<file path="src/core/mpp_map.svh">
// Purpose: Offsets, fields, reset values and timing for post-processing
// Assumes: APB word addressing, 40 MHz clock
// Notes: Times are kept in their own unit next to derived counts
`ifndef MPP_MAP_SVH
`define MPP_MAP_SVH
`define MPP_CTRL 8'h00
`define MPP_RECN 8'h04
`define MPP_MVAL 8'h08
`define MPP_REDN 8'h0C
`define MPP_CMD 8'h10
`define MPP_STAT 8'h14
`define MPP_OFFS 8'h18
`define MPP_F_MODE 1:0
`define MPP_F_MLEN 7:4
`define MPP_B_MEN 8
`define MPP_B_RDIG 9
`define MPP_B_RANA 10
`define MPP_B_LOCKEN 11
`define MPP_B_CMASTER 0
`define MPP_B_CZERO 1
`define MPP_B_CUNLOCK 2
`define MPP_B_STO 0
`define MPP_B_SRANGE 1
`define MPP_B_SBUSY 2
`define MPP_B_SLOCK 3
`define MPP_B_SMACT 4
`define MPP_MODE_OFF 2'h0
`define MPP_MODE_REC 2'h1
`define MPP_MODE_MED 2'h2
`define MPP_CTRL_RST 32'h00000892
`define MPP_RECN_RST 15'h0002
`define MPP_RECN_MIN 15'h0002
`define MPP_REDN_RST 22'h000001
`define MPP_REDN_MAX 22'h2DC6C0
`define MPP_CLK_HZ 40000000
`define MPP_TICK_MS 1
`define MPP_TICK_CYC (`MPP_CLK_HZ / 1000 * `MPP_TICK_MS)
`define MPP_TMO_MS 2000
`define MPP_FLASH_MS 2000
`define MPP_FLASH_HZ 8
`define MPP_HALF_MS (1000 / (2 * `MPP_FLASH_HZ))
`define MPP_LOCK_MIN 5
`define MPP_LOCK_MS (`MPP_LOCK_MIN * 60 * 1000)
`define MPP_FRAC 16
`endif

</file>
<file path="src/core/mpp_pkg.sv">
// Purpose: Types shared by the post-processing block
// Assumes: Nothing beyond the map header
// Notes: Encodings left to the tools
package mpp_pkg;
   typedef enum logic [1:0] {AVG_IDLE, AVG_MED, AVG_DIV, AVG_DONE} mpp_avg_t;
   typedef enum logic {MS_IDLE, MS_WAIT} mpp_ms_t;
endpackage

</file>
<file path="src/core/mpp_top.sv">
// Purpose: Averaging, mastering and output reduction of a sample stream
// Assumes: One sample at most every 60 cycles; APB slave, no wait states
// Notes: Samples arriving while the divider runs are dropped
// Functional notes
// [RULE1] Recursive output: (x+(N-1)*prev)/N
// [RULE2] Recursive N accepted from 2 to 32767
// [RULE3] Median of last 3/5/7/9 samples
// [RULE4] Median window of one never accepted
// [RULE5] Master value accepted 0 to twice range
// [RULE6] Zeroing equals mastering with value zero
// [RULE7] Wait 2 s for sample, else timeout
// [RULE8] Offset makes captured sample read master value
// [RULE9] Inactive setting removes mastering offset
// [RULE10] Invalid captured sample gives range error
// [RULE11] Offset applies to digital and analog
// [RULE12] Requester masters only with target present; no target-present input here, any request not refused starts mastering
// [RULE13] Select key locks after 5 minutes
// [RULE14] Requester spaces master requests by 1 s; no spacing timer here, a request is taken whenever mastering is idle
// [RULE15] Red state refuses, flashes 8 Hz 2 s
// [RULE16] Key or function pulse both request
// [RULE17] Output every nth value, n 1..3000000
// [RULE18] Reduction only on selected interfaces
// [RULE19] Measuring rate unchanged by reduction
// [RULE20] Averaging precedes every output
// [RULE21] Default averaging median of nine
// [RULE22] Inactive averaging passes samples through
// [RULE23] Order: average, offset, reduce
// [RULE24] Recursive state keeps fraction bits
//
// Local design decisions: the register addresses and the APB interface to the registers.
`timescale 1ns/1ps
`include "mpp_map.svh"
module mpp_top #(
   parameter int W = 16,
   parameter logic [W:0] RANGE = 17'h0FFFF,
   parameter int TICK_CYC = `MPP_TICK_CYC,
   parameter int TMO_MS = `MPP_TMO_MS,
   parameter int FLASH_MS = `MPP_FLASH_MS,
   parameter int LOCK_MS = `MPP_LOCK_MS
) (
   input wire logic clk,
   input wire logic rst_n,
   input wire logic psel,
   input wire logic penable,
   input wire logic pwrite,
   input wire logic [7:0] paddr,
   input wire logic [31:0] pwdata,
   output logic [31:0] prdata,
   output logic pready,
   output logic pslverr,
   input wire logic sample_valid,
   input wire logic [W-1:0] measurement_sample,
   input wire logic sample_ok,
   input wire logic key_press,
   input wire logic func_pulse,
   input wire logic state_red,
   output logic led_flash,
   output logic dig_valid,
   output logic signed [W+1:0] dig_data,
   output logic ana_valid,
   output logic signed [W+1:0] ana_data
);
   localparam int F = `MPP_FRAC;
   localparam int NW = W + F + 16;
   logic [31:0] ctrl, next_ctrl;
   logic [14:0] rec_n, next_rec_n;
   logic [W:0] mval, next_mval;
   logic [21:0] red_n, next_red_n;
   logic master_timeout_error, next_to, master_range_error, next_re;
   logic [31:0] rd;
   logic wr, ack, req_m, req_z, unlock;
   logic key_locked;
   logic signed [W+1:0] offset;
   logic master_active;
   mpp_pkg::mpp_ms_t ms_st;
   assign ack = psel && penable && pready;
   assign wr = ack && pwrite;
   assign req_m = wr && paddr == `MPP_CMD && pwdata[`MPP_B_CMASTER];
   assign req_z = wr && paddr == `MPP_CMD && pwdata[`MPP_B_CZERO];
   assign unlock = wr && paddr == `MPP_CMD && pwdata[`MPP_B_CUNLOCK];
   // Register file; illegal values leave the old setting in place
   always_comb
   begin
      next_ctrl = ctrl;
      next_rec_n = rec_n;
      next_mval = mval;
      next_red_n = red_n;
      if (wr && paddr == `MPP_CTRL)
      begin
         next_ctrl = {20'h00000, pwdata[11:8], ctrl[7:0]};
         // [RULE22] Mode set
         if (pwdata[`MPP_F_MODE] != 2'h3)
            next_ctrl[`MPP_F_MODE] = pwdata[`MPP_F_MODE];
         // [RULE4] Odd length 3..9
         if (pwdata[4] && pwdata[`MPP_F_MLEN] >= 4'h3
             && pwdata[`MPP_F_MLEN] <= 4'h9)
            next_ctrl[`MPP_F_MLEN] = pwdata[`MPP_F_MLEN];
      end
      // [RULE2] N range check
      if (wr && paddr == `MPP_RECN && pwdata[31:15] == 17'h00000
          && pwdata[14:0] >= `MPP_RECN_MIN)
         next_rec_n = pwdata[14:0];
      if (wr && paddr == `MPP_MVAL && pwdata[31:W+1] == '0)
         next_mval = pwdata[W:0];
      // [RULE17] n from 1 to 3000000
      if (wr && paddr == `MPP_REDN && pwdata[31:22] == 10'h000
          && pwdata[21:0] != 22'h000000 && pwdata[21:0] <= `MPP_REDN_MAX)
         next_red_n = pwdata[21:0];
      rd = 32'h00000000;
      case (paddr)
         `MPP_CTRL: rd = ctrl;
         `MPP_RECN: rd = {17'h00000, rec_n};
         `MPP_MVAL: rd = {{(31-W){1'b0}}, mval};
         `MPP_REDN: rd = {10'h000, red_n};
         `MPP_STAT: rd = {27'h0000000, master_active, key_locked,
                          ms_st == mpp_pkg::MS_WAIT, master_range_error,
                          master_timeout_error};
         `MPP_OFFS: rd = {{(30-W){offset[W+1]}}, offset};
         default: rd = 32'h00000000;
      endcase
   end
   always_ff @(posedge clk or negedge rst_n)
   begin
      if (!rst_n)
      begin
         // [RULE21] Median nine default
         ctrl <= `MPP_CTRL_RST;
         rec_n <= `MPP_RECN_RST;
         mval <= '0;
         red_n <= `MPP_REDN_RST;
         pready <= 1'b0;
         pslverr <= 1'b0;
         prdata <= 32'h00000000;
      end
      else
      begin
         ctrl <= next_ctrl;
         rec_n <= next_rec_n;
         mval <= next_mval;
         red_n <= next_red_n;
         pready <= psel && !penable;
         pslverr <= psel && !penable
            && (paddr > `MPP_OFFS || paddr[1:0] != 2'h0);
         prdata <= rd;
      end
   end
   // Averaging stage
   mpp_pkg::mpp_avg_t av_st, next_av_st;
   logic [W-1:0] win [9], next_win [9];
   logic [W+F-1:0] acc, next_acc;
   logic [NW-1:0] num, next_num;
   logic [15:0] rem, next_rem;
   logic [5:0] cnt, next_cnt;
   logic av_ok, next_av_ok, av_v, next_av_v;
   logic [W-1:0] av_d, next_av_d, med;
   logic [3:0] rank, len;
   logic [16:0] trial;
   assign len = ctrl[`MPP_F_MLEN];
   // [RULE3] Rank count sort
   always_comb
   begin
      med = win[0];
      for (int i = 0; i < 9; i++)
      begin
         rank = 4'h0;
         for (int j = 0; j < 9; j++)
            if (j < len && j != i && (win[j] < win[i]
                || (win[j] == win[i] && j < i)))
               rank = rank + 4'h1;
         if (i < len && rank == (len >> 1))
            med = win[i];
      end
   end
   always_comb
   begin
      next_av_st = av_st;
      next_win = win;
      next_acc = acc;
      next_num = num;
      next_rem = rem;
      next_cnt = cnt;
      next_av_ok = av_ok;
      next_av_v = 1'b0;
      next_av_d = av_d;
      trial = {rem, num[NW-1]};
      case (av_st)
         mpp_pkg::AVG_IDLE:
            if (sample_valid)
            begin
               next_win[0] = measurement_sample;
               for (int k = 1; k < 9; k++)
                  next_win[k] = win[k-1];
               next_av_ok = sample_ok;
               next_av_st = mpp_pkg::AVG_MED;
               // [RULE22] Pass through
               if (ctrl[`MPP_F_MODE] == `MPP_MODE_OFF)
               begin
                  next_av_d = measurement_sample;
                  next_av_v = 1'b1;
                  next_av_st = mpp_pkg::AVG_IDLE;
               end
               // [RULE1] Weighted numerator
               else if (ctrl[`MPP_F_MODE] == `MPP_MODE_REC)
               begin
                  next_num = NW'({measurement_sample, F'(0)})
                     + NW'(rec_n - 15'h0001) * NW'(acc);
                  next_rem = 16'h0000;
                  next_cnt = 6'(NW);
                  next_av_st = mpp_pkg::AVG_DIV;
               end
            end
         mpp_pkg::AVG_MED:
         begin
            next_av_d = med;
            next_av_v = 1'b1;
            next_av_st = mpp_pkg::AVG_IDLE;
         end
         mpp_pkg::AVG_DIV:
         begin
            // [RULE24] Restoring division, truncating
            next_num = {num[NW-2:0], 1'b0};
            next_rem = trial[15:0];
            if (trial >= {2'b00, rec_n})
            begin
               next_rem = 16'(trial - {2'b00, rec_n});
               next_num[0] = 1'b1;
            end
            next_cnt = cnt - 6'h01;
            if (cnt == 6'h01)
               next_av_st = mpp_pkg::AVG_DONE;
         end
         mpp_pkg::AVG_DONE:
         begin
            next_acc = num[W+F-1:0];
            next_av_d = num[W+F-1:F];
            next_av_v = 1'b1;
            next_av_st = mpp_pkg::AVG_IDLE;
         end
         default: next_av_st = mpp_pkg::AVG_IDLE;
      endcase
   end
   always_ff @(posedge clk or negedge rst_n)
   begin
      if (!rst_n)
      begin
         av_st <= mpp_pkg::AVG_IDLE;
         for (int k = 0; k < 9; k++)
            win[k] <= '0;
         acc <= '0;
         num <= '0;
         rem <= 16'h0000;
         cnt <= 6'h00;
         av_ok <= 1'b0;
         av_v <= 1'b0;
         av_d <= '0;
      end
      else
      begin
         av_st <= next_av_st;
         win <= next_win;
         acc <= next_acc;
         num <= next_num;
         rem <= next_rem;
         cnt <= next_cnt;
         av_ok <= next_av_ok;
         av_v <= next_av_v;
         av_d <= next_av_d;
      end
   end
   // Mastering, key lock and timers on a 1 ms enable
   mpp_pkg::mpp_ms_t next_ms_st;
   logic [31:0] div, next_div, ms, next_ms, lk, next_lk, fl, next_fl;
   logic tick, next_lock, next_flash, flashing, next_flashing, zero_req;
   logic next_zero_req, next_mact, req, key_req;
   logic [W:0] tgt;
   logic signed [W+1:0] next_offset;
   // [RULE13] Locked key ignored
   assign key_req = key_press && !key_locked;
   // [RULE16] Either source
   assign req = req_m || req_z || key_req || func_pulse;
   assign tick = div == 32'(TICK_CYC - 1);
   assign tgt = zero_req ? '0 : mval;
   always_comb
   begin
      next_div = tick ? 32'h00000000 : div + 32'h00000001;
      next_ms_st = ms_st;
      next_ms = ms;
      next_zero_req = zero_req;
      next_offset = offset;
      next_mact = master_active;
      next_to = master_timeout_error;
      next_re = master_range_error;
      next_flashing = flashing;
      next_fl = fl;
      next_flash = led_flash;
      next_lk = lk;
      next_lock = key_locked;
      if (wr && paddr == `MPP_STAT)
      begin
         next_to = master_timeout_error && !pwdata[`MPP_B_STO];
         next_re = master_range_error && !pwdata[`MPP_B_SRANGE];
      end
      // [RULE13] Five minute lock
      if (unlock || !ctrl[`MPP_B_LOCKEN])
      begin
         next_lk = 32'h00000000;
         next_lock = 1'b0;
      end
      else if (tick && !key_locked)
      begin
         next_lk = lk + 32'h00000001;
         next_lock = lk == 32'(LOCK_MS - 1);
      end
      // [RULE15] 8 Hz for 2 s
      if (flashing && tick)
      begin
         next_fl = fl + 32'h00000001;
         if ((fl + 32'h00000001) % 32'(`MPP_HALF_MS) == 32'h00000000)
            next_flash = !led_flash;
         if (fl == 32'(FLASH_MS - 1))
         begin
            next_flashing = 1'b0;
            next_flash = 1'b0;
         end
      end
      // [RULE9] Inactive clears offset
      if (!ctrl[`MPP_B_MEN])
      begin
         next_offset = '0;
         next_mact = 1'b0;
         next_ms_st = mpp_pkg::MS_IDLE;
      end
      else
         case (ms_st)
            mpp_pkg::MS_IDLE:
               if (req && state_red)
               begin
                  // [RULE15] Refused while red
                  next_flashing = 1'b1;
                  next_fl = 32'h00000000;
                  next_flash = 1'b1;
               end
               // [RULE5] Master up to twice range
               else if (req && !req_z && {1'b0, mval} > {RANGE, 1'b0})
                  next_re = 1'b1;
               else if (req)
               begin
                  // [RULE6] Zero target
                  next_zero_req = req_z;
                  next_ms = 32'h00000000;
                  next_ms_st = mpp_pkg::MS_WAIT;
               end
            mpp_pkg::MS_WAIT:
               if (av_v)
               begin
                  next_ms_st = mpp_pkg::MS_IDLE;
                  // [RULE10] Invalid capture
                  if (!av_ok)
                     next_re = 1'b1;
                  else
                  begin
                     // [RULE8] Parallel shift
                     next_offset = (W+2)'({1'b0, tgt}) - (W+2)'({2'b00, av_d});
                     next_mact = 1'b1;
                  end
               end
               else if (tick)
               begin
                  next_ms = ms + 32'h00000001;
                  // [RULE7] Two second timeout
                  if (ms == 32'(TMO_MS - 1))
                  begin
                     next_to = 1'b1;
                     next_ms_st = mpp_pkg::MS_IDLE;
                  end
               end
            default: next_ms_st = mpp_pkg::MS_IDLE;
         endcase
   end
   always_ff @(posedge clk or negedge rst_n)
   begin
      if (!rst_n)
      begin
         div <= 32'h00000000;
         ms_st <= mpp_pkg::MS_IDLE;
         ms <= 32'h00000000;
         zero_req <= 1'b0;
         offset <= '0;
         master_active <= 1'b0;
         master_timeout_error <= 1'b0;
         master_range_error <= 1'b0;
         flashing <= 1'b0;
         fl <= 32'h00000000;
         led_flash <= 1'b0;
         lk <= 32'h00000000;
         key_locked <= 1'b0;
      end
      else
      begin
         div <= next_div;
         ms_st <= next_ms_st;
         ms <= next_ms;
         zero_req <= next_zero_req;
         offset <= next_offset;
         master_active <= next_mact;
         master_timeout_error <= next_to;
         master_range_error <= next_re;
         flashing <= next_flashing;
         fl <= next_fl;
         led_flash <= next_flash;
         lk <= next_lk;
         key_locked <= next_lock;
      end
   end
   // Output stage: offset then reduction
   logic [21:0] rc, next_rc;
   logic hit, next_dv, next_anv;
   logic signed [W+1:0] val;
   // [RULE20] Averaged value feeds outputs
   // [RULE11] Both outputs offset
   // Next offset, so the captured sample already reads the master value
   assign val = (W+2)'({2'b00, av_d}) + next_offset;
   // [RULE19] Counting only at output
   assign hit = rc == red_n - 22'h000001;
   always_comb
   begin
      next_rc = rc;
      if (av_v)
         next_rc = hit ? 22'h000000 : rc + 22'h000001;
      // [RULE18] Selected interfaces only
      next_dv = av_v && (!ctrl[`MPP_B_RDIG] || hit);
      next_anv = av_v && (!ctrl[`MPP_B_RANA] || hit);
   end
   always_ff @(posedge clk or negedge rst_n)
   begin
      if (!rst_n)
      begin
         rc <= 22'h000000;
         dig_valid <= 1'b0;
         ana_valid <= 1'b0;
         dig_data <= '0;
         ana_data <= '0;
      end
      else
      begin
         rc <= next_rc;
         // [RULE23] Average, offset, reduce
         dig_valid <= next_dv;
         ana_valid <= next_anv;
         if (next_dv)
            dig_data <= val;
         if (next_anv)
            ana_data <= val;
      end
   end
endmodule // mpp_top

</file>
<file path="config.mk">
export PLATFORM = sky130hd
export DESIGN_NAME = mpp_top
export DESIGN_NICKNAME = d
export VERILOG_FILES = /design/src/core/mpp_pkg.sv /design/src/core/mpp_top.sv
export VERILOG_INCLUDE_DIRS = /design/src /design/src/core
export SDC_FILE = /design/constraint.sdc
export NUM_CORES = 2
export LEC_CHECK = 0
export BUFFER_PORTS_ARGS = -buffer_cell sky130_fd_sc_hd__buf_2
export CAP_MARGIN = 20
export CELL_PAD_IN_SITES_DETAIL_PLACEMENT = 1
export CELL_PAD_IN_SITES_GLOBAL_PLACEMENT = 1
export CORE_AREA = 2 2 350 352
export DETAILED_ROUTE_END_ITERATION = 7
export DIE_AREA = 0 0 352 354
export GPL_ROUTABILITY_DRIVEN = 0
export GPL_TIMING_DRIVEN = 0
export PLACE_DENSITY_LB_ADDON = 0.1
export SYNTH_ARGS = -nofsm -noshare
export SYNTH_HDL_FRONTEND = slang
export SYNTH_SLANG_ARGS = --single-unit
</file>
<file path="constraint.sdc">
create_clock -name clk -period 27.5 [get_ports clk]
set_clock_uncertainty 0.1 [all_clocks]
set_input_delay 2.75 -clock clk [delete_from_list [all_inputs] [get_ports clk]]
set_output_delay 2.75 -clock clk [all_outputs]
set_load 0.02 [all_outputs]
</file>
; ---- Yosys cells after proc, flatten, opt, wreduce, memory -nomap -nowiden
; Index checks and enable logic that the tools add are counted.
[word_totals]
reg_bits = 578
latchBits = 0
ram_bits = 0
mem_bits_ro = 0
in_bits = 66
output_inout_bits = 73
word_cells = 604
n_memories = 0
[op_classes]
n_addsub = 68
multipliers = 1
div = 1
n_lt_le_gt_ge = 80
eq_ne = 74
n_shift = 0
muxes = 155
n_bitwise = 3
reduce_logical = 178
[op_table]
columns = operator, n
row1 = < comparator 16 bit, 64
row2 = equality test 16 bit, 36
row3 = 2-to-1 mux 32 bit, 12
row4 = 2-to-1 mux 16 bit, 14
row5 = 2-to-1 mux 4 bit, 56
row6 = adder 4 x 1 -> 4 bit (second input constant), 48
row7 = one-hot mux 32 bit (6 select lines), 1
row8 = 2-to-1 mux 48 bit, 3
row9 = adder 32 x 1 -> 32 bit (second input constant), 4
row10 = logical AND 1 bit, 104
row11 = one-hot mux 48 bit (2 select lines), 1
row12 = 2-to-1 mux 18 bit, 4
row13 = equality test 32 x 11 -> 1 bit (second input constant), 2
row14 = one-hot mux 32 bit (2 select lines), 1
row15 = adder 32 x 48 -> 48 bit, 1
row16 = multiplier 16 x 33 -> 48 bit, 1
row17 = one-hot mux 16 bit (3 select lines), 1
row18 = 2-to-1 mux 1 bit, 47
row19 = logical OR 1 bit, 43
row20 = equality test 32 x 16 -> 1 bit (second input constant), 1
row21 = equality test 32 x 19 -> 1 bit (second input constant), 1
row22 = equality test 4 x 3 -> 1 bit, 8
row23 = logical NOT 32 bit, 1
row24 = remainder unit 32 x 6 -> 32 bit (second input constant), 1
row25 = other kinds (52), 105

; ---- Longest topological paths before layout
[depth]
ltp_word = 29
mapped_depth = 65
mapped_depth_nobuf = 60

; ---- Worst setup path before layout
; Ideal clock, no wire load.
[synth_timing]
path_type = reg-to-reg
startpoint = register fl[0]
endpoint = register led_flash
arrival_time_ns = 15.201
setup_slack_ns = 12.081
path_stages_with_launch = 57
n_path_buf = 1
period_less_slack_ns = 15.419
cell_sequence = dfrtp_1 > ha_1 > nand4_1 > or4_1 > or4_4 > a221oi_4 > a21oi_1 > o31a_1 > a31oi_2 > nor4_1 > o31a_1 > or4_4 > and4b_1 > o22ai_1 > buf_4 > mux2i_1 > a2bb2oi_1 > o21a_1 > (+21 left out) > o211ai_2 > mux2_2 > a31oi_1 > nor3_1 > a21oi_1 > a211oi_1 > nand2b_1 > a2111oi_4 > mux2i_1 > o21ba_1 > and2_1 > o21ai_0 > ha_1 > or3b_1 > a221oi_1 > o2111ai_1 > xnor2_1 > a21o_1
[synth_via]
elab_chain_len = 9
[synth_lines]
columns = item, line_no
row1 = "start, declared", mpp_top.sv:272  ; logic [31:0] div, next_div, ms, next_ms, lk, next_lk, fl, next_fl;
row2 = "start signal, assigned", mpp_top.sv:409  ; fl <= next_fl;
row3 = adder 32 x 1 -> 32 bit, mpp_top.sv:318  ; if ((fl + 32'h00000001) % 32'(`MPP_HALF_MS) == 32'h00000000)
row4 = remainder unit 32 x 6 -> 32 bit, mpp_top.sv:318
row5 = logical NOT 32 bit, mpp_top.sv:318
row6 = 2-to-1 mux 1 bit, mpp_top.sv:318
row7 = 2-to-1 mux 1 bit (*), mpp_top.sv:320  ; if (fl == 32'(FLASH_MS - 1))
row8 = 2-to-1 mux 1 bit (*), mpp_top.sv:315  ; if (flashing && tick)
row9 = 2-to-1 mux 1 bit, mpp_top.sv:336  ; if (req && state_red)
row10 = 2-to-1 mux 1 bit, mpp_top.sv:334  ; case (ms_st)
row11 = 2-to-1 mux 1 bit (*), mpp_top.sv:327  ; if (!ctrl[`MPP_B_MEN])
row12 = net next_flash, mpp_top.sv:273  ; logic tick, next_lock, next_flash, flashing, next_flashing, zero_req;
row13 = "end signal, assigned", mpp_top.sv:410  ; led_flash <= next_flash;
row14 = "end, declared", mpp_top.sv:57  ; output logic led_flash,
; The timed path passes the listed nets; every way through them passes the cells marked *.
; A chain may end at the register's enable or synchronous reset.

; ---- Worst setup path in the final report
; Same ends and word-level chain as after synthesis.

==> summary.log <==
qor: hold_path.worstHoldStart ana_data[0]
qor: cts.post_cts_resize_count 0
qor: global_route.grtUsageTotal 39.4%
qor: route.drtAntennaViolNets 0
qor: yosys.synth_cells 7635
qor: yosys.ys_top_cells_by_count sky130_fd_sc_hd__nand2_1 (892), sky130_fd_sc_hd__ha_1 (823), sky130_fd_sc_hd__inv_1 (733)
qor: global_route.grt_antenna_before_repair 10
qor: route.routed_wire_length_per_instance 25.9 um
qor: placed_design.numPortBuffers 135
qor: setup_path.timing.critical_path.max_delay_family compound AO/OA/AOI/OAI gates
qor: cells_and_area.finish.net_count 9187
qor: cts.clock_pin_transition_on_the_worst_setup_and_hold_timing_paths 0.06 ns
qor: global_route.grt_util_met2 63.4%
qor: yosys.synth.most_common_cell sky130_fd_sc_hd__nand2_1
qor: cts.holdBufCountCts 0
qor: floorplan.die-area 125000 um2
qor: global_route.gr-max-usage-layer met2
qor: setup_path.max_stage_delay 0.84 ns
qor: hold_path.worstHoldEndpoint ana_data[0]
qor: yosys.netlist_area 66200 um2
qor: global_route.gr-total-overflow 0
qor: cts.worstSkewPairLatency 0.69 ns
qor: timing.post-route-period-util 66.5%
qor: timing.rsz0062_at_grt no
qor: timing.setup_viol 0
qor: route.remaining_drc_errors 0
qor: cts.cts_num_sinks 569
qor: route.detail_route.wirelength 248000 um
qor: cts.cts_inserted_buffers 72
qor: timing.worst-slew-pin-transition 1.25 ns
qor: yosys.ys_top_cells_by_area sky130_fd_sc_hd__dfrtp_1 (21%), sky130_fd_sc_hd__ha_1 (16%), sky130_fd_sc_hd__fa_1 (13%), sky130_fd_sc_hd__nand2_1 (5.1%), sky130_fd_sc_hd__inv_1 (4.2%)
qor: cts.tritoncts yes
qor: setup_path.worstReg2RegEnd led_flash
qor: setup_path.critical_path.startpoint_type register
qor: timing.layout_min_cycle_time 18.29 ns
qor: setup_path.count_of_cells_along_the_worst_register_to_register_path 56
qor: global_route.number_of_global_route_vias_before_repair 65632
qor: yosys.ys_seq_area_share 21.5%
qor: timing.timing.fmax 54.7 MHz
qor: global_route.maximum_number_of_pins_on_one_net_before_global_route_repair 114
qor: setup_path.crit_required 27.94 ns
qor: yosys.netlist.area_leader.share 21.3%
qor: cts.root_buffer sky130_fd_sc_hd__clkbuf_16
qor: hold_path.worstHoldPathCells 2
qor: yosys.ys_ff_latch 569
qor: route.avgViaCountPerCell 6.37
qor: setup_path.reg2reg_slack 9.21 ns
qor: hold_path.min-delay-path-class reg -> reg
qor: outcome.run_status finished, final reports clean
qor: cells_and_area.area_growth_syn_to_layout 8.25%
qor: setup_path.crit_slowest_cell sky130_fd_sc_hd__nor4_2
qor: route.drtIter0Drc 4756
qor: setup_path.cp_num_buf_inv 2
qor: setup_path.worst-path-max-fanout 10
qor: setup_path.path_class reg -> reg
qor: timing.slew_viol_final 0
qor: global_route.global_route_wire_length_before_repair 382000 um
qor: floorplan.design.core.area 121000 um2
qor: cts.cts.path.max_buffers 3
qor: floorplan.start_util 54.7%
qor: setup_path.crit-reg2reg-launch fl[0]
qor: placed_design.preCtsSetupSlack 9.54 ns
qor: setup_path.endpoint_kind register
qor: yosys.synth_cell_types 134
qor: cts.h-tree-depth 3
qor: floorplan.top_level_ports 139
qor: global_route.met3_usage_in_global_routing 8.82%
qor: yosys.synth-edff-count 0
qor: timing.finalSetupTns 0 ns
qor: yosys.postSynthAreaPerCell 8.67 um2
qor: placed_design.dp_hpwl 190000 um
qor: route.via_count 60857
qor: setup_path.worstPathArrival 18.74 ns
qor: route.drt_first_pass_iters 6
qor: cts.cts.repair_timing.setup_buffer_count 0
qor: floorplan.chipHeight 354 um
qor: timing.hold_ws 0.369 ns
qor: global_route.grt_met1_usage 48.8%
qor: run.max_cap_violations 0
qor: yosys.number_of_nets_in_the_synthesized_netlist 8961
qor: cells_and_area.post_route_cells_drive_above_1_share 7.69%
qor: floorplan.chipWidth 352 um
qor: timing.worst_slew_margin_rel 16.5%
qor: yosys.async_flop_share 100%
qor: yosys.yosys_warnings 0
qor: yosys.yosysTopAreaCell sky130_fd_sc_hd__dfrtp_1
qor: timing.hold_viol 0
qor: floorplan.fp-row-count 128
qor: timing.timing.final.ws_setup 9.21 ns
qor: yosys.postSynth.topFlopCell sky130_fd_sc_hd__dfrtp_1
==> sequential cells by signal, summed over array words and instances, names as in the netlist, 22 cells and up <==
signal / flops
num: 48
lk: 32
prdata: 23
win: 144
rc: 22
red_n: 22
fl: 32
div: 32
ms: 32
acc: 32
==> per-stage QoR <==
stage	utilization (%)	cell area [um2]	cells
floorplan	-	66200	7635
global placement	57.0	68900	9395
detailed placement	57.1	69100	9406
CTS	59.2	71600	9537
global route	59.2	71600	9543
finish	59.2	71600	9547
==> area by class of cell <==
class / count / area, um2
Buffer: 293 / 1330
Sequential cell: 569 / 14200
Tap cell: 1625 / 2030
Multi-Input combinational cell: 6036 / 47800
Clock buffer: 98 / 2060
Antenna cell: 4 / 10.0
Timing Repair Buffer: 152 / 916
Inverter: 737 / 2770
Clock inverter: 33 / 429
Fill cell: 14477 / 49300
==> worst max path at each step <==
| stage | slack (ns) | cells past startpoint | end | startpoint |
|---|---|---|---|---|
| after CTS | 9.39 | 56 | led_flash | fl[0] |
| after global routing | 7.61 | 56 | led_flash | fl[0] |
| after global placement | 10.02 | 56 | led_flash | fl[0] |
| final | 9.21 | 56 | led_flash | fl[0] |
| after floorplan | 12.08 | 56 | led_flash | fl[0] |
| after detailed placement | 9.54 | 56 | led_flash | fl[0] |
==> worst min-delay path: stages, from the launching register on <==
cell,delay [ns]
sky130_fd_sc_hd__dfrtp_1,0.34
sky130_fd_sc_hd__nand2_1,0.05
sky130_fd_sc_hd__nand2_1,0.05
==> cells by family (layout without fill, tap and decap cells) <==
group / after synthesis / after routing / synth area share (%)
xor gates and xnor gates: 427 / 427 / 5.71
AOI/OAI and AO/OA: 1628 / 1628 / 15.7
adders and majority gates: 1262 / 1262 / 28.8
buffers and inverters: 1030 / 1313 / 6.19
and+or+nand+nor: 2536 / 2536 / 19.0
muxes: 183 / 183 / 3.06
DFF: 569 / 569 / 21.5
other: 0 / 4 / 0
==> cells in the final DEF, fill, tap and decap left out, types with 27 or more instances in the layout <==
master / synthesis / final
sky130_fd_sc_hd__xnor2_1: 251 / 251
sky130_fd_sc_hd__mux2i_1: 36 / 36
sky130_fd_sc_hd__nand3_1: 163 / 163
sky130_fd_sc_hd__o21a_1: 35 / 35
sky130_fd_sc_hd__or3_1: 33 / 33
sky130_fd_sc_hd__buf_4: 26 / 33
sky130_fd_sc_hd__nand2b_1: 136 / 136
sky130_fd_sc_hd__a21oi_1: 433 / 433
sky130_fd_sc_hd__fa_1: 437 / 437
sky130_fd_sc_hd__nand2_1: 892 / 892
sky130_fd_sc_hd__xor2_1: 173 / 173
sky130_fd_sc_hd__dfrtp_1: 563 / 563
sky130_fd_sc_hd__inv_1: 733 / 733
sky130_fd_sc_hd__a22oi_1: 52 / 52
sky130_fd_sc_hd__a211oi_1: 67 / 67
sky130_fd_sc_hd__buf_2: 8 / 145
sky130_fd_sc_hd__clkbuf_1: 237 / 248
sky130_fd_sc_hd__nor3_1: 83 / 83
sky130_fd_sc_hd__o21ai_0: 498 / 498
sky130_fd_sc_hd__nor2_1: 419 / 418
sky130_fd_sc_hd__clkbuf_16: 0 / 73
sky130_fd_sc_hd__mux2_2: 144 / 144
sky130_fd_sc_hd__or2_2: 64 / 64
sky130_fd_sc_hd__nor2b_1: 260 / 260
sky130_fd_sc_hd__o211ai_1: 27 / 27
sky130_fd_sc_hd__a21o_1: 171 / 171
sky130_fd_sc_hd__and3_1: 59 / 59
sky130_fd_sc_hd__o21bai_1: 51 / 51
sky130_fd_sc_hd__ha_1: 823 / 823
sky130_fd_sc_hd__nor4_1: 54 / 53
sky130_fd_sc_hd__nand4_1: 175 / 175
sky130_fd_sc_hd__and2_1: 74 / 74
==> routing by layer <==
metal / vias up / routed length (um)
met5: - / 44
met4: 6 / 16500
met3: 877 / 21300
met2: 2508 / 113000
met1: 30680 / 97100
li1: 26786 / -
Power is left out: the tool's default activity adds up to more than one toggle a clock period on the data nets, which glitch-free logic cannot reach.
